[config.mk]
export PLATFORM = sky130hd
export DESIGN_NAME = wdlrc_top
export DESIGN_NICKNAME = d
export VERILOG_FILES = /design/src/wdlrc_pkg.sv /design/src/wdlrc_ahb_slave.sv /design/src/wdlrc_counter.sv /design/src/wdlrc_top.sv
export VERILOG_INCLUDE_DIRS = /design/src
export SDC_FILE = /design/constraint.sdc
export NUM_CORES = 1
export LEC_CHECK = 0
export BUFFER_PORTS_ARGS = -buffer_cell sky130_fd_sc_hd__buf_4
export CAP_MARGIN = 20
export CORE_ASPECT_RATIO = 0.6
export CORE_MARGIN = 2
export CORE_UTILIZATION = 59
export CTS_CLUSTER_DIAMETER = 80
export DETAILED_ROUTE_END_ITERATION = 6
export HOLD_SLACK_MARGIN = 0.02
export PLACE_DENSITY = 0.83
export SLEW_MARGIN = 20
export SYNTH_ARGS = -nofsm -noshare
export SYNTH_HDL_FRONTEND = slang
export SYNTH_HIERARCHICAL = 1
export SYNTH_SLANG_ARGS = --single-unit
[constraint.sdc]
create_clock -name i_clk -period 7.6 [get_ports i_clk]
set_input_delay 0.38 -clock i_clk [delete_from_list [all_inputs] [get_ports i_clk]]
set_output_delay 0.38 -clock i_clk [all_outputs]
set_load 0.01 [all_outputs]
[src/wdlrc_defs.svh]
`ifndef WDLRC_DEFS_SVH
`define WDLRC_DEFS_SVH

`define WDLRC_OFS_RELOAD 8'h00
`define WDLRC_OFS_VALUE 8'h04
`define WDLRC_OFS_CTRL 8'h08
`define WDLRC_OFS_RIS 8'h0C
`define WDLRC_OFS_MASK 8'h10
`define WDLRC_OFS_MIS 8'h14
`define WDLRC_OFS_LOCK 8'h18
`define WDLRC_OFS_STATUS 8'h1C

`define WDLRC_CTRL_RUN 0
`define WDLRC_CTRL_RSTEN 1
`define WDLRC_CTRL_STALL 2
`define WDLRC_STAT_RUN 0
`define WDLRC_STAT_LOCK 1
`define WDLRC_INT_BIT 0

`define WDLRC_UNLOCK_KEY 32'h5A5AC3C3
`define WDLRC_RELOAD_RST 32'hFFFFFFFF

`endif

[src/wdlrc_pkg.sv]
package wdlrc_pkg;
    typedef logic [31:0] wdlrc_word_t;
    typedef logic [7:0] wdlrc_addr_t;
    typedef enum logic [1:0]
    {
        WDLRC_HT_IDLE,
        WDLRC_HT_BUSY,
        WDLRC_HT_NONSEQ,
        WDLRC_HT_SEQ
    } wdlrc_htrans_e;
endpackage : wdlrc_pkg

[src/wdlrc_ahb_slave.sv]
module wdlrc_ahb_slave
(
    input wire logic i_clk, // system clock
    input wire logic i_rst, // sync reset, high
    input wire logic i_hsel, // slave select
    input wire logic [7:0] i_haddr, // byte address, low bits
    input wire logic [1:0] i_htrans, // transfer type
    input wire logic i_hwrite, // write when high
    input wire logic i_hready, // bus ready
    output logic o_hreadyout, // slave ready
    output logic o_hresp, // always okay
    output logic o_wr_pulse, // write data phase
    output logic o_rd_pulse, // read wait cycle
    output wdlrc_pkg::wdlrc_addr_t o_addr // captured address
);
    logic next_hreadyout;
    logic next_wr_pulse;
    logic next_rd_pulse;
    wdlrc_pkg::wdlrc_addr_t next_addr;
    logic take;

    always_comb
    begin
        take = i_hsel && i_hready &&
            (i_htrans == 2'(wdlrc_pkg::WDLRC_HT_NONSEQ) ||
             i_htrans == 2'(wdlrc_pkg::WDLRC_HT_SEQ));
        next_addr = take ? i_haddr : o_addr;
        next_wr_pulse = take && i_hwrite;
        // reads take one wait state so a write just before is visible
        next_rd_pulse = take && !i_hwrite;
        next_hreadyout = !next_rd_pulse;
    end

    always_ff @(posedge i_clk)
    begin
        if (i_rst)
        begin
            o_hreadyout <= 1'b1;
            o_hresp <= 1'b0;
            o_wr_pulse <= 1'b0;
            o_rd_pulse <= 1'b0;
            o_addr <= 8'h00;
        end
        else
        begin
            o_hreadyout <= next_hreadyout;
            o_hresp <= 1'b0;
            o_wr_pulse <= next_wr_pulse;
            o_rd_pulse <= next_rd_pulse;
            o_addr <= next_addr;
        end
    end
endmodule : wdlrc_ahb_slave

[src/wdlrc_counter.sv]
`include "wdlrc_defs.svh"
module wdlrc_counter
(
    input wire logic i_clk, // system clock
    input wire logic i_rst, // sync reset, high
    input wire logic i_load, // load pulse
    input wire logic [31:0] i_load_val, // value to load
    input wire logic i_dec, // count down this cycle
    output logic [31:0] o_count, // current count
    output logic o_zero // count is zero
);
    logic [31:0] next_count;

    always_comb
    begin
        if (i_load)
        begin
            next_count = i_load_val;
        end
        else if (i_dec && o_count != 32'h00000000)
        begin
            next_count = o_count - 32'h00000001;
        end
        else
        begin
            next_count = o_count;
        end
    end

    always_ff @(posedge i_clk)
    begin
        if (i_rst)
        begin
            o_count <= `WDLRC_RELOAD_RST;
        end
        else
        begin
            o_count <= next_count;
        end
    end

    assign o_zero = (o_count == 32'h00000000);
endmodule : wdlrc_counter

[src/wdlrc_top.sv]
`include "wdlrc_defs.svh"
module wdlrc_top
(
    input wire logic i_clk, // system clock, 25 MHz
    input wire logic i_rst, // sync reset, high
    input wire logic i_hsel, // slave select
    input wire logic [31:0] i_haddr, // byte address
    input wire logic [1:0] i_htrans, // transfer type
    input wire logic i_hwrite, // write when high
    input wire logic [2:0] i_hsize, // transfer size, word only
    input wire logic i_hready, // bus ready
    input wire logic [31:0] i_hwdata, // write data
    input wire logic i_dbg_halt, // processor halted by debugger
    output logic [31:0] o_hrdata, // read data
    output logic o_hreadyout, // slave ready
    output logic o_hresp, // always okay
    output logic o_irq, // timeout interrupt, level
    output logic o_sys_rst // system reset request, level
);
    logic wr_pulse;
    logic rd_pulse;
    wdlrc_pkg::wdlrc_addr_t bus_addr;
    logic [31:0] count;
    logic cnt_zero;

    logic lock;
    logic run;
    logic rst_en;
    logic stall_en;
    logic [31:0] reload;
    logic ris;
    logic mask;
    logic next_lock;
    logic next_run;
    logic next_rst_en;
    logic next_stall_en;
    logic [31:0] next_reload;
    logic next_ris;
    logic next_mask;
    logic next_sys_rst;
    logic next_irq;
    logic [31:0] next_hrdata;

    logic cfg_ok;
    logic load_wr;
    logic ctrl_wr;
    logic mask_wr;
    logic clr_wr;
    logic lock_wr;
    logic stalled;
    logic tick;
    logic expire;
    logic cnt_load;
    logic [31:0] cnt_load_val;

    // the hsize input is accepted for completeness; only words are used
    logic unused_size;
    assign unused_size = ^i_hsize;

    function automatic logic hit(input wdlrc_pkg::wdlrc_addr_t a,
                                 input logic [7:0] ofs);
        hit = (a == ofs);
    endfunction : hit

    function automatic logic [31:0] bit_word(input logic b);
        bit_word = {31'h00000000, b};
    endfunction : bit_word

    wdlrc_ahb_slave u_slave
    (
        .i_clk(i_clk),
        .i_rst(i_rst),
        .i_hsel(i_hsel),
        .i_haddr(i_haddr[7:0]),
        .i_htrans(i_htrans),
        .i_hwrite(i_hwrite),
        .i_hready(i_hready),
        .o_hreadyout(o_hreadyout),
        .o_hresp(o_hresp),
        .o_wr_pulse(wr_pulse),
        .o_rd_pulse(rd_pulse),
        .o_addr(bus_addr)
    );

    wdlrc_counter u_counter
    (
        .i_clk(i_clk),
        .i_rst(i_rst),
        .i_load(cnt_load),
        .i_load_val(cnt_load_val),
        .i_dec(tick),
        .o_count(count),
        .o_zero(cnt_zero)
    );

    always_comb
    begin
        cfg_ok = wr_pulse && !lock;
        load_wr = cfg_ok && hit(bus_addr, `WDLRC_OFS_RELOAD);
        ctrl_wr = cfg_ok && hit(bus_addr, `WDLRC_OFS_CTRL);
        mask_wr = cfg_ok && hit(bus_addr, `WDLRC_OFS_MASK);
        // the interrupt clear stays open under lock so a handler can run
        clr_wr = wr_pulse && hit(bus_addr, `WDLRC_OFS_RIS) &&
            i_hwdata[`WDLRC_INT_BIT];
        lock_wr = wr_pulse && hit(bus_addr, `WDLRC_OFS_LOCK);
        stalled = stall_en && i_dbg_halt;
        tick = run && !stalled;
        expire = tick && cnt_zero && !load_wr;
    end

    always_comb
    begin
        next_lock = lock;
        if (lock_wr)
        begin
            // the key releases, any other value engages
            next_lock = (i_hwdata != `WDLRC_UNLOCK_KEY);
        end
        next_reload = load_wr ? i_hwdata : reload;
        next_run = run;
        next_rst_en = rst_en;
        next_stall_en = stall_en;
        next_mask = mask;
        if (ctrl_wr)
        begin
            // once started, only a system reset stops the counter
            next_run = run || i_hwdata[`WDLRC_CTRL_RUN];
            next_rst_en = i_hwdata[`WDLRC_CTRL_RSTEN];
            next_stall_en = i_hwdata[`WDLRC_CTRL_STALL];
        end
        if (mask_wr)
        begin
            next_mask = i_hwdata[`WDLRC_INT_BIT];
        end
        if (ctrl_wr && i_hwdata[`WDLRC_CTRL_RUN])
        begin
            next_mask = 1'b1;
        end
    end

    always_comb
    begin
        next_ris = ris;
        if (clr_wr)
        begin
            next_ris = 1'b0;
        end
        // a set in the clearing cycle wins
        if (expire || (load_wr && i_hwdata == 32'h00000000))
        begin
            next_ris = 1'b1;
        end
        // the reset request holds until the system reset clears it
        next_sys_rst = o_sys_rst || (expire && ris && rst_en);
        next_irq = next_ris && next_mask && next_run;
    end

    always_comb
    begin
        cnt_load = 1'b0;
        cnt_load_val = reload;
        if (load_wr && run)
        begin
            cnt_load = 1'b1;
            cnt_load_val = i_hwdata;
        end
        else if (expire || (clr_wr && run))
        begin
            cnt_load = 1'b1;
        end
        else if (ctrl_wr && !run && i_hwdata[`WDLRC_CTRL_RUN])
        begin
            cnt_load = 1'b1;
        end
    end

    always_comb
    begin
        next_hrdata = o_hrdata;
        if (rd_pulse)
        begin
            unique case (bus_addr)
                `WDLRC_OFS_RELOAD: next_hrdata = reload;
                `WDLRC_OFS_VALUE: next_hrdata = count;
                `WDLRC_OFS_CTRL: next_hrdata = {29'h00000000, stall_en,
                                                rst_en, run};
                `WDLRC_OFS_RIS: next_hrdata = bit_word(ris);
                `WDLRC_OFS_MASK: next_hrdata = bit_word(mask);
                `WDLRC_OFS_MIS: next_hrdata = bit_word(ris && mask && run);
                `WDLRC_OFS_LOCK: next_hrdata = bit_word(lock);
                `WDLRC_OFS_STATUS: next_hrdata = {30'h00000000, lock, run};
                default: next_hrdata = 32'h00000000;
            endcase
        end
    end

    always_ff @(posedge i_clk)
    begin
        if (i_rst)
        begin
            lock <= 1'b0;
            run <= 1'b0;
            rst_en <= 1'b0;
            stall_en <= 1'b0;
            reload <= `WDLRC_RELOAD_RST;
            ris <= 1'b0;
            mask <= 1'b0;
            o_sys_rst <= 1'b0;
            o_irq <= 1'b0;
            o_hrdata <= 32'h00000000;
        end
        else
        begin
            lock <= next_lock;
            run <= next_run;
            rst_en <= next_rst_en;
            stall_en <= next_stall_en;
            reload <= next_reload;
            ris <= next_ris;
            mask <= next_mask;
            o_sys_rst <= next_sys_rst;
            o_irq <= next_irq;
            o_hrdata <= next_hrdata;
        end
    end

    lock_blocks_a: assert property (@(posedge i_clk) disable iff (i_rst)
        (wr_pulse && lock) |=> (reload == $past(reload) &&
        rst_en == $past(rst_en) && stall_en == $past(stall_en)))
        else $error("config changed while locked");

    unlock_key_a: assert property (@(posedge i_clk) disable iff (i_rst)
        (lock_wr && i_hwdata == `WDLRC_UNLOCK_KEY) |=> !lock)
        else $error("unlock key did not release");

    lock_read_a: assert property (@(posedge i_clk) disable iff (i_rst)
        (rd_pulse && hit(bus_addr, `WDLRC_OFS_LOCK)) |=>
        o_hrdata == bit_word($past(lock)))
        else $error("lock indication wrong");

    first_reload_a: assert property (@(posedge i_clk) disable iff (i_rst)
        expire |=> (count == $past(reload) && ris))
        else $error("timeout did not reload");

    live_load_a: assert property (@(posedge i_clk) disable iff (i_rst)
        (load_wr && run) |=> count == $past(i_hwdata))
        else $error("live reload not applied");

    zero_irq_a: assert property (@(posedge i_clk) disable iff (i_rst)
        (load_wr && i_hwdata == 32'h00000000) |=> ris)
        else $error("zero reload gave no interrupt");

    reset_gate_a: assert property (@(posedge i_clk) disable iff (i_rst)
        (!rst_en && !o_sys_rst) |=> !o_sys_rst)
        else $error("reset issued while disabled");

    run_flag_a: assert property (@(posedge i_clk) disable iff (i_rst)
        (ctrl_wr && i_hwdata[`WDLRC_CTRL_RUN]) |=> run [*3])
        else $error("running indication not set");

    stall_hold_a: assert property (@(posedge i_clk) disable iff (i_rst)
        (stalled && !cnt_load) |=> $stable(count))
        else $error("counter moved while halted");

    resume_dec_a: assert property (@(posedge i_clk) disable iff (i_rst)
        (tick && !cnt_zero && !cnt_load) |=> count == $past(count) - 1)
        else $error("counter did not step down");

    irq_enable_a: assert property (@(posedge i_clk) disable iff (i_rst)
        (ctrl_wr && i_hwdata[`WDLRC_CTRL_RUN] && ris) |=> o_irq)
        else $error("enable did not enable interrupt");

    second_rst_a: assert property (@(posedge i_clk) disable iff (i_rst)
        (expire && ris && rst_en) |=> o_sys_rst [*4])
        else $error("second timeout gave no reset");

    clr_reload_a: assert property (@(posedge i_clk) disable iff (i_rst)
        (clr_wr && run && !load_wr) |=> count == $past(reload))
        else $error("clear did not reload");

    reset_state_a: assert property (@(posedge i_clk)
        i_rst |=> (!lock && !run && !rst_en && !stall_en && !o_irq &&
        !o_sys_rst))
        else $error("bad state after reset");

    timeout_c: cover property (@(posedge i_clk) disable iff (i_rst)
        expire ##[1:20] clr_wr);
    sys_rst_c: cover property (@(posedge i_clk) disable iff (i_rst)
        $rose(o_sys_rst));
    stall_c: cover property (@(posedge i_clk) disable iff (i_rst)
        run && stalled [*3]);
    locked_wr_c: cover property (@(posedge i_clk) disable iff (i_rst)
        wr_pulse && lock && hit(bus_addr, `WDLRC_OFS_RELOAD));
endmodule : wdlrc_top
==> results.md, run 1 <==
- Root Buffer: clkbuf_16
- Initial antenna violation count: 0
- Post-Layout Cell Count: 930
- Row count: 29
- Power Density: 211 nW/um^2
- # hold bufs at CTS: 0
- Synth Net Count: 803
- Top-area cell type share of the netlist area: 0.362
- Worst EP required: 7930 ps
- Critical path's top delay family: simple AND/OR/NAND/NOR gates
- Input/output buffers: 81
- First-pass detailed-route iteration total: 7
- Cts repair resizes: 0
- Clock sinks: 115
- Number of I/O pins: 111
- Initial core utilization: 0.605
- Die area: 11,700 um^2
- Postcts setup bufs: 0
- Pin count of the biggest net entering global routing: 93
- Final wirelength: 19,500 um
- Measured slew at the worst slew-check pin: 1000 ps
- Worst Path Arrival: 4040 ps
- Largest fanout on the critical path: 92
- Crit path buffers/inverters: 3
- Antenna cell count: 0
- Initial DRC Count: 1,012
- Cells after DPL: 898
- Crit path largest cell delay: 620 ps
- Slew headroom: 0.333
- Total CTS buffers: 17
- Status: completed
- CTS tree: done
- Post-Synthesis Cell Area: 6360 um^2
- CTS H-tree lvls: 4
- Vias: 6,306
- Sum of negative setup slack: 0 ps
- Async S/R FF share, synth: 0
- Yosys cell types: 72
- Fin. Hold Viols: 0
- Layout area overhead: 17.8%
- RSZ-0062 raised after global routing: no
- Share of layout cells above drive strength 1: 0.190
- DRT antenna net count: 0
- Leading area contributor after synthesis: dfxtp_1
- All-Layer GR Usage: 0.332
- Vias in the first global route: 5,726
- WS Path Type: reg -> reg
- Worst skew pair latency: 410 ps
- GR Overflow Total: 0
- HP Class: in -> reg
- Synth warn: 6
- Sw power: 0.000380 W
- Clk_skew: 9.13 ps
- DRC Markers: 0
- Fin crit period: 3710 ps
- Post-synthesis sequential area ratio: 0.362
- Average size of a mapped cell: 8.75 um^2
- Core Box Area: 10,500 um^2
- First-pass GRT wire length: 30,900 um
- Dpl cell area: 6890 um^2
- Routed wire per std cell: 21.0 um
- Fin. max-slew vios: 0
- Pint: 0.00120 W
- Final worst slack: 3890 ps
- Final-report setup violation count: 0
- Fmax: 270 MHz
- GP Congestion: 0.869
- Die W: 138 um
- FILL cells: 809
- Worst path cell trace: inv_1, ha_1, nor3b_2, and4_1, nand3_1, inv_1, and3_1, or2_2, buf_4, nor2_1, and4_1, nor3_1
- Final net count: 854
- Slowest-stage cell, CP: buf_4
- Synth top area cells: dfxtp_1, nor3b_1, nand2_1
- Worst setup SP type: flip-flop
- HPWL Detailed: 12,800 um
- Pre-CTS setup slack: 4150 ps
- Cell count after synthesis: 727
- Gate power share: 0.086
- Max-cap violations: 0
- Peak supply drop: 0.000183 V
- Die Y: 84.5 um
- Final period util: 0.488
- Number of synthesized register bits: 115
- Via density: 6.78
- Final instance area: 7500 um^2
- Reg clk slew, reported paths: 60 ps
- Clock Tree Buf Depth: 2
- Clock share of power: 0.522
- EDFF count, synth: 0
- Leakage Power: 2.73 nW
- Synth Flop Type: dfxtp_1
- Sequential share of power: 0.392
- Crit. End Element: flip-flop
- Switching Fraction: 0.240
## sequential cells by signal (all words and copies together), names as in the netlist
signal               cells
reload                  32
o_irq                    1
u_counter/o_count       32
o_sys_rst                1
u_slave/o_rd_pulse       1
rst_en                   1
run                      1
mask                     1
u_slave/o_wr_pulse       1
o_hrdata                32
u_slave/o_addr           8
u_slave/o_hreadyout      1
ris                      1
lock                     1
stall_en                 1
## cells by family after synthesis
group / Yosys count / synth area share
other: 1 / 0.000589
AO/OA/AOI/OAI: 136 / 0.155
XOR/XNOR: 3 / 0.00413
buffers and inverters: 65 / 0.0568
multiplexers: 44 / 0.0757
adder cells (fa/ha/maj): 1 / 0.00197
flip-flops: 115 / 0.362
AND/OR/NAND/NOR: 362 / 0.344
## Yosys cell counts (15+ instances only)
master     count
nor2_1        20
a2111oi_0     15
clkbuf_1      29
mux2_1        30
nand2b_1      21
nand2_1      102
dfxtp_1      115
o21ai_0       32
a311oi_1      17
nor4_1        25
a22oi_1       30
nor3_1        27
nor3b_1       52
nand3b_1      38
## stage by stage
step	hold WS, ps	total power [W]	util
floorplan	445	0.000712	-
global placement	436	0.000761	0.655
detailed placement	447	0.000765	0.655
CTS	133	0.00158	0.713
global route	139	0.00163	0.713
finish	139	0.00158	0.713
## placed cells by master (no fill, tap or decap), drive strengths merged, types with 3 or more instances in the layout
cell,Yosys,routed
a2111oi,17,17
a211oi,9,9
a21oi,7,7
a22oi,30,30
a311oi,17,17
a31oi,9,9
and3,7,7
and4,7,7
buf,24,89
bufinv,0,3
clkbuf,30,20
clkinv,0,5
clkinvlp,0,4
dfxtp,115,115
inv,8,8
mux2,33,33
mux2i,11,11
nand2,103,103
nand2b,21,21
nand3,12,12
nand3b,38,38
nand4,13,13
nor2,21,21
nor3,29,29
nor3b,53,53
nor4,29,29
nor4b,4,4
o211ai,4,4
o21ai,32,32
or3,10,10
or4,6,6
## path summary, 6_finish.rpt
| kind | start | end | slack [ps] | cells after the start |
|---|---|---|---|---|
| max | u_counter/o_count[0] | u_counter/o_count[10] | 3890 | 12 |
| max reg2reg | u_counter/o_count[0] | u_counter/o_count[10] | 3890 | 12 |
| min reg2reg | o_hrdata[3] | o_hrdata[3] | 450 | 2 |
| min | i_hwrite | u_slave/o_rd_pulse | 140 | 2 |
## cell type report
type / count / area (um^2) / share of cell area
multi-input combinational: 547 / 3710 / 0.495
timing repair buffer: 89 / 668 / 0.0891
clock inverter: 12 / 156 / 0.0209
tap: 139 / 174 / 0.0232
sequential: 115 / 2300 / 0.307
inverter: 8 / 30.0 / 0.00400
clock buffer: 20 / 457 / 0.0609
## worst register-to-register path: cells and delay by family, from the launching register on
| family | cells | cell delay [ps] |
|---|---|---|
| and+or+nand+nor | 8 | 2220 |
| buffers and inverters | 3 | 850 |
| adders and majority gates | 1 | 180 |
| DFF | 1 | 390 |
## power by group through the flow
stage	clock network [W]	registers (W)	logic, W
after floorplan	0	0.000632	0.0000797
after global placement	0	0.000633	0.000128
after detailed placement	0	0.000633	0.000131
after CTS	0.000827	0.000621	0.000132
after global routing	0.000858	0.000622	0.000146
final	0.000827	0.000621	0.000136
## routing by layer
metal / track usage / wire (um) / vias up
met5: 0 / 0 / -
met4: 0.117 / 418 / 0
met3: 0.0776 / 2130 / 58
met2: 0.485 / 8240 / 397
met1: 0.482 / 8750 / 2995
li1: - / - / 2856
(Power assumes the default switching activity.)
==> run 2, diff against run 1 <==
--- a/config.mk
+++ b/config.mk
@@ -6,15 +6,16 @@
 export SDC_FILE = /design/constraint.sdc
 export NUM_CORES = 1
 export LEC_CHECK = 0
+export ABC_AREA = 1
 export BUFFER_PORTS_ARGS = -buffer_cell sky130_fd_sc_hd__buf_4
 export CAP_MARGIN = 20
 export CORE_ASPECT_RATIO = 0.6
 export CORE_MARGIN = 2
-export CORE_UTILIZATION = 59
+export CORE_UTILIZATION = 57
 export CTS_CLUSTER_DIAMETER = 80
 export DETAILED_ROUTE_END_ITERATION = 6
 export HOLD_SLACK_MARGIN = 0.02
-export PLACE_DENSITY = 0.83
+export PLACE_DENSITY = 0.81
 export SLEW_MARGIN = 20
 export SYNTH_ARGS = -nofsm -noshare
 export SYNTH_HDL_FRONTEND = slang
==> constraint.sdc (replaced) <==
create_clock -name i_clk -period 3.7 [get_ports i_clk]
set_input_delay 0.185 -clock i_clk [delete_from_list [all_inputs] [get_ports i_clk]]
set_output_delay 0.185 -clock i_clk [all_outputs]
set_load 0.01 [all_outputs]
==> run 2 against run 1 <==
Net effect:
- final cell count rose by 42%
- area after synthesis rose by 5.2%
- critical endpoint is now u_counter/o_count[0]
- die area rose by 8.5%
- sequential share of layout area fell by 1.9 points
- first-iteration DRC count fell by 1.5%
- highest routed layer unchanged
- maximum frequency rose by 23%
==> results.md, run 2 <==
- Status: completed
- Slowest-stage cell, CP: buf_4
- Vias in the first global route: 6,285 (+9.8%)
- Most common library cell in the layout ignoring fill and taps: nand2_1
- Clock Tree Buf Depth: 2 (unchanged)
- Initial core utilization: 0.589 (-0.0161)
- Cell count after synthesis: 1,076 (+48%)
- First-pass GRT wire length: 32,200 um (+4.1%)
- All-Layer GR Usage: 0.329 (-0.00355)
- Worst setup SP type: flip-flop
- Antenna cell count: 0 (unchanged)
- Worst Path Arrival: 3310 ps (-730 ps)
- Max-cap violations: 0 (unchanged)
- FILL cells: 1,034 (+28%)
- Row count: 30 (+3.4%)
- Fin. max-slew vios: 0 (unchanged)
- Root Buffer: clkbuf_16
- Core Box Area: 11,400 um^2 (+8.1%)
- Routed wire per std cell: 15.1 um (-28%)
- Die Y: 88.0 um (+4.1%)
- HP Class: in -> reg
- First-pass detailed-route iteration total: 6 (-1)
- Mux cell area share after synthesis: 0 (-0.0757)
- Clock sinks: 115 (unchanged)
- Fmax: 333 MHz (+23%)
- Final instance area: 7980 um^2 (+6.4%)
- Reg clk slew, reported paths: 60 ps (about the same)
- Post-Synth Adder-Cell Area: 0.00187 (-0.0000973)
- Fin. Hold Viols: 0 (unchanged)
- Fin util: 0.702 (-0.0109)
- Worst EP required: 4000 ps (-3930 ps)
- Initial DRC Count: 997 (-1.5%)
- DRC Markers: 0 (unchanged)
- Final wirelength: 19,900 um (+2.1%)
- Die area: 12,700 um^2 (+8.5%)
- Power Total: 0.00318 W (+100%)
- Fin crit period: 3010 ps (-704 ps)
- Commonest cells after routing, fill and taps aside: nand2_1, dfxtp_1, inv_1
- WS Path Type: reg -> reg
- Leakage Power: 3.96 nW (+45%)
- Dpl cell area: 7270 um^2 (+5.6%)
- Yosys cell types: 38 (-47%)
- Initial antenna violation count: 0 (unchanged)
- Crit. End Element: flip-flop
- Synth top area cells: dfxtp_1, nand2_1, nand3_1
- Crit path buffers/inverters: 2 (-1)
- Post-Layout Cell Count: 1,321 (+42%)
- Slew headroom: 0.416 (+0.0833)
- Average size of a mapped cell: 6.22 um^2 (-29%)
- Post-Synth XOR/XNOR Area: 0.0105 (+0.00634)
- Measured slew at the worst slew-check pin: 875 ps (-126 ps)
- Number of synthesized register bits: 115 (unchanged)
- Number of I/O pins: 111 (unchanged)
- Multi-input gate area: 3690 um^2 (-0.54%)
- Post-Synthesis Cell Area: 6700 um^2 (+5.2%)
- Synth Net Count: 1,152 (+43%)
- Largest family of logic cells by synthesized area: simple AND/OR/NAND/NOR gates
- Peak supply drop: 0.000288 V (+57%)
- Final net count: 1,224 (+43%)
- Largest fanout on the critical path: 37 (-60%)
- GR Overflow Total: 0 (unchanged)
- Pin count of the biggest net entering global routing: 58 (-38%)
- Final-report setup violation count: 0 (unchanged)
- Power Density: 398 nW/um^2 (+88%)
- Worst path cell trace: inv_1, ha_1, nand2_4, nor2_8, nand2_1, nor4_1, nand3_1, o2111ai_2, buf_4, nor2_1, nand2_1, nand3_1
- Most frequent cell after synthesis: nand2_1
- RSZ-0062 raised after global routing: no
- Final period util: 0.812 (+0.324)
- Post-synthesis sequential area ratio: 0.344 (-0.0179)
- EDFF count, synth: 0 (unchanged)
- Critical path's top delay family: simple AND/OR/NAND/NOR gates
- Crit path largest cell delay: 440 ps (-180 ps)
- Input/output buffers: 81 (unchanged)
- Sum of negative setup slack: 0 ps (unchanged)
- Layout area overhead: 19.2%
- Vias: 7,267 (+15%)
- Simple-Gate Fraction of Synth Area: 0.411 (+0.0671)
- Worst skew pair latency: 410 ps (about the same)
- Leading area contributor after synthesis: dfxtp_1
- Async S/R FF share, synth: 0 (unchanged)
- Share of layout cells above drive strength 1: 0.146 (-0.0441)
- Die W: 144 um (+4.2%)
- CTS tree: done
- Compound-Gate Fraction of Synth Area: 0.127 (-0.0284)
- Via density: 5.50 (-19%)
- Largest regs: o_hrdata: 32 flops, reload: 32 flops, u_counter/o_count: 32 flops
- Synth Flop Type: dfxtp_1
- Register area: 2300 um^2 (unchanged)
- CTS H-tree lvls: 4 (unchanged)
- Commonest cells post-synth: nand2_1, dfxtp_1, inv_1, nor2_1, nand3_1
- Synth warn: 6 (unchanged)
- GP Congestion: 0.968 (+11%)
- Cells after DPL: 1,277 (+42%)
- DRT antenna net count: 0 (unchanged)
- Top-area cell type share of the netlist area: 0.344 (-0.0179)
- Clk_skew: 9.72 ps (+0.589 ps)
- Total CTS buffers: 17 (unchanged)
- HPWL Detailed: 13,900 um (+8.1%)
- Postcts setup bufs: 0 (unchanged)
==> run 2: changes by cell type in the layout (fill, tap and decap cells not counted), sizes merged, moves of 21 or more <==
cell and delta:
nand2 +300, a22oi -30, nand3 +77, nor2 +90, nor3b -52, inv +104, nand3b -37, mux2 -33
a21oi +69, nor3 -23, nor4 -25, o21ai +48, nand2b -21
==> run 2: metal layers <==
layer	share of wire	global-route usage	vias to the layer above	routed length [um]
li1	-	-	3553	-
met3	0.12	0.0776	19	2450
met4	0.0084	0.0829	0	168
met5	0	0	-	0
met2	0.39	0.456	405	7810
met1	0.48	0.506	3290	9520
==> run 2: worst register-to-register path, cell delays in order (launching register included) <==
cell       delay [ps]
dfxtp_1           340
inv_1             130
ha_1              360
nand2_4           120
nor2_8            200
nand2_1           130
nor4_1            290
nand3_1           230
o2111ai_2         170
buf_4             440
nor2_1            260
nand2_1           140
nand3_1            70
==> run 2: repair_timing <==
action	4_1_cts	5_1_grt
endpoints found under the hold margin	12	0
gates resized for setup	0	0
hold buffers	11	0
==> run 2: final timing paths <==
kind / start / end / slack (ps) / cells after the start
max: u_counter/o_count[0] / u_counter/o_count[0] / 690 / 12
min: i_hwdata[4] / reload[4] / 30 / 3
min reg2reg: o_hrdata[2] / o_hrdata[2] / 470 / 2
max reg2reg: u_counter/o_count[0] / u_counter/o_count[0] / 690 / 12
==> run 2: cell type report <==
cell class | count | area share
Multi-Input combinational cell | 805 | 0.463
Inverter | 107 | 0.0503
Timing Repair Buffer | 102 | 0.102
Tap cell | 160 | 0.0251
Clock inverter | 14 | 0.0180
Sequential cell | 115 | 0.288
Clock buffer | 18 | 0.0538
==> run 2: stage by stage <==
| step | hold WS (ps) | setup slack [ps] |
|---|---|---|
| final | 29.9 | 694 |
| after global routing | 33.2 | 406 |
| after CTS | 23.6 | 775 |
| after detailed placement | 372 | 821 |
| after global placement | 378 | 854 |
| after floorplan | 255 | 1340 |
==> run 2: cell families after synthesis <==
kind of cell | Yosys count
and+or+nand+nor | 632
AOI/OAI and AO/OA | 163
buffers and inverters | 156
DFF | 115
xor gates and xnor gates | 8
adders and majority gates | 1
other | 1
==> run 2: where the power goes <==
part           internal (W)  switching [W]  leakage [nW]  total [W]
sequential          0.00126      0.0000137         0.931    0.00127
clock              0.000944       0.000660         0.268    0.00160
combinational      0.000111       0.000190          2.76   0.000302
==> run 3, diff against run 2 <==
==> constraint.sdc (replaced) <==
create_clock -name i_clk -period 3.1 [get_ports i_clk]
set_input_delay 0.155 -clock i_clk [delete_from_list [all_inputs] [get_ports i_clk]]
set_output_delay 0.155 -clock i_clk [all_outputs]
set_load 0.01 [all_outputs]
==> run 3 against run 2 <==
Net effect:
- setup slack lost 520 ps
- critical path type unchanged
- sequential power up 20%
- largest cell class unchanged
- final cell count rose by 0.91%
- largest power group unchanged
==> results.md, run 3 (synthesized netlist as in run 2, its figures left out) <==
- Status: completed
- Clock sinks: 115 (unchanged)
- Fin crit period: 2920 ps (-84.9 ps)
- Antenna cell count: 0 (unchanged)
- Share of layout cells above drive strength 1: 0.151 (+0.00533)
- Sum of negative setup slack: 0 ps (unchanged)
- Switching Fraction: 0.264 (-0.00842)
- CTS tree: done
- Pint: 0.00282 W (+22%)
- Die W: 144 um (unchanged)
- Commonest cells after routing, fill and taps aside: nand2_1, dfxtp_1, inv_1
- Clk_skew: 16.0 ps (+6.23 ps)
- DRC Markers: 0 (unchanged)
- Final period util: 0.942 (+0.130)
- GP Congestion: 0.961 (-0.70%)
- Measured slew at the worst slew-check pin: 862 ps (-13.5 ps)
- Pre-CTS setup slack: 338 ps (-483 ps)
- Final instance area: 8110 um^2 (+1.6%)
- Fin Hold WS: 22.8 ps (-7.18 ps)
- Leakage Power: 4.04 nW (+1.8%)
- Initial core utilization: 0.589 (unchanged)
- Crit. End Element: flip-flop
- Largest regs: o_hrdata: 32 flops, reload: 32 flops, u_counter/o_count: 32 flops
- Worst EP required: 3410 ps (-590 ps)
- Clock share of power: 0.509 (+0.004)
- Final-report setup violation count: 0 (unchanged)
- DRT antenna net count: 0 (unchanged)
- Die area: 12,700 um^2 (unchanged)
- First-pass GRT wire length: 32,800 um (+2.0%)
- RSZ-0062 raised after global routing: no
- Root Buffer: clkbuf_16
- Number of I/O pins: 111 (unchanged)
- Power Density: 472 nW/um^2 (+19%)
- Sw power: 0.00101 W (+17%)
- All-Layer GR Usage: 0.339 (+0.0105)
- Register area: 2300 um^2 (unchanged)
- Clock Tree Buf Depth: 2 (unchanged)
- Layout area overhead: 21.2%
- Vias: 7,325 (+0.80%)
- Final worst slack: 179 ps (-515 ps)
- Slew headroom: 0.425 (+0.00903)
- Reg clk slew, reported paths: 60 ps (about the same)
- Cts repair resizes: 0 (unchanged)
- Die Y: 88.0 um (unchanged)
- HP Class: in -> reg
- Core Box Area: 11,400 um^2 (unchanged)
- FILL cells: 987 (-4.5%)
- Sequential share of power: 0.396 (-0.004)
- Peak supply drop: 0.000412 V (+43%)
- Gate power share: 0.095 (about the same)
- HPWL Detailed: 14,500 um (+4.7%)
- GR Overflow Total: 0 (unchanged)
- Max-cap violations: 0 (unchanged)
- Initial DRC Count: 745 (-25%)
- Final wirelength: 20,600 um (+3.4%)
- Final net count: 1,237 (+1.1%)
- Via density: 5.50 (-0.11%)
- Vias in the first global route: 6,464 (+2.8%)
- Initial antenna violation count: 0 (unchanged)
- Fin. max-slew vios: 0 (unchanged)
- Worst setup SP type: flip-flop
- Worst Path Arrival: 3230 ps (-80 ps)
- Fmax: 342 MHz (+2.9%)
- Total CTS buffers: 17 (unchanged)
- CTS H-tree lvls: 4 (unchanged)
- Fin. Hold Viols: 0 (unchanged)
- Largest fanout on the critical path: 37 (unchanged)
- Routed wire per std cell: 15.5 um (+2.5%)
- First-pass detailed-route iteration total: 6 (unchanged)
- Dpl cell area: 7350 um^2 (+1.0%)
- Input/output buffers: 81 (unchanged)
- Row count: 30 (unchanged)
- Worst skew pair latency: 430 ps (+20 ps)
- WS Path Type: reg -> reg
- Multi-input gate area: 3690 um^2 (unchanged)
- Pin count of the biggest net entering global routing: 43 (-26%)
- Most common library cell in the layout ignoring fill and taps: nand2_1
-- run 3: changes by cell type in the layout (fill, tap and decap cells not counted), sizes merged --
| cell | delta |
|---|---|
| buf | +8 |
| inv | -2 |
| dlygate4sd3 | +5 |
| clkinvlp | -1 |
| clkbuf | -1 |
| bufinv | +1 |
| clkinv | +2 |
-- run 3: final cells by class --
class	count	share of cell area
clock buffers	17	0.0524
clock inverters	14	0.0190
inverters	107	0.0495
multi-input cells	805	0.455
flip-flops and latches	115	0.284
well taps	160	0.0247
repair buffers	115	0.115
-- run 3: layer usage --
| layer | wire (um) | share of wire | GRT usage | up-vias |
|---|---|---|---|---|
| met5 | 0 | 0 | 0 | - |
| met4 | 405 | 0.020 | 0.127 | 0 |
| met3 | 2610 | 0.13 | 0.0716 | 37 |
| met2 | 7890 | 0.38 | 0.455 | 421 |
| met1 | 9720 | 0.47 | 0.524 | 3288 |
| li1 | - | - | - | 3579 |
-- run 3: worst paths after layout --
kind	startpoint	end	slack, ps	cells past startpoint
max	u_slave/o_addr[5]	u_counter/o_count[23]	180	11
min	i_hwdata[22]	reload[22]	20	3
max reg2reg	u_slave/o_addr[5]	u_counter/o_count[23]	180	11
min reg2reg	o_hrdata[2]	o_hrdata[2]	470	2
-- run 3: stage by stage --
stage	power, W	util	std cells
floorplan	0.00176	-	1076
global placement	0.00188	0.646	1285
detailed placement	0.00188	0.646	1285
CTS	0.00383	0.711	1332
global route	0.00395	0.713	1333
finish	0.00383	0.713	1333
-- run 3: power groups by stage --
stage | sequential [W] | combinational, W | clock, W
after CTS | 0.00152 | 0.000352 | 0.00196
after global placement | 0.00155 | 0.000333 | 0
final | 0.00152 | 0.000365 | 0.00195
after global routing | 0.00152 | 0.000400 | 0.00203
after floorplan | 0.00155 | 0.000214 | 0
after detailed placement | 0.00155 | 0.000335 | 0
-- run 3: timing repair --
item / in CTS / in global routing
hold endpoints to repair: 18 / 0
buffers inserted: 0 / 0
hold buffers: 16 / 0
-- run 3: critical path: stages (launching register included) --
cell and delay, ps:
dfxtp_1 340, nor2_1 200, nand2_2 140, nor2_4 140, nand2_2 210, inv_2 330, nand2_4 260, o2111ai_2 200
buf_4 470, nor2_1 280, nand2_1 140, nand3_1 80
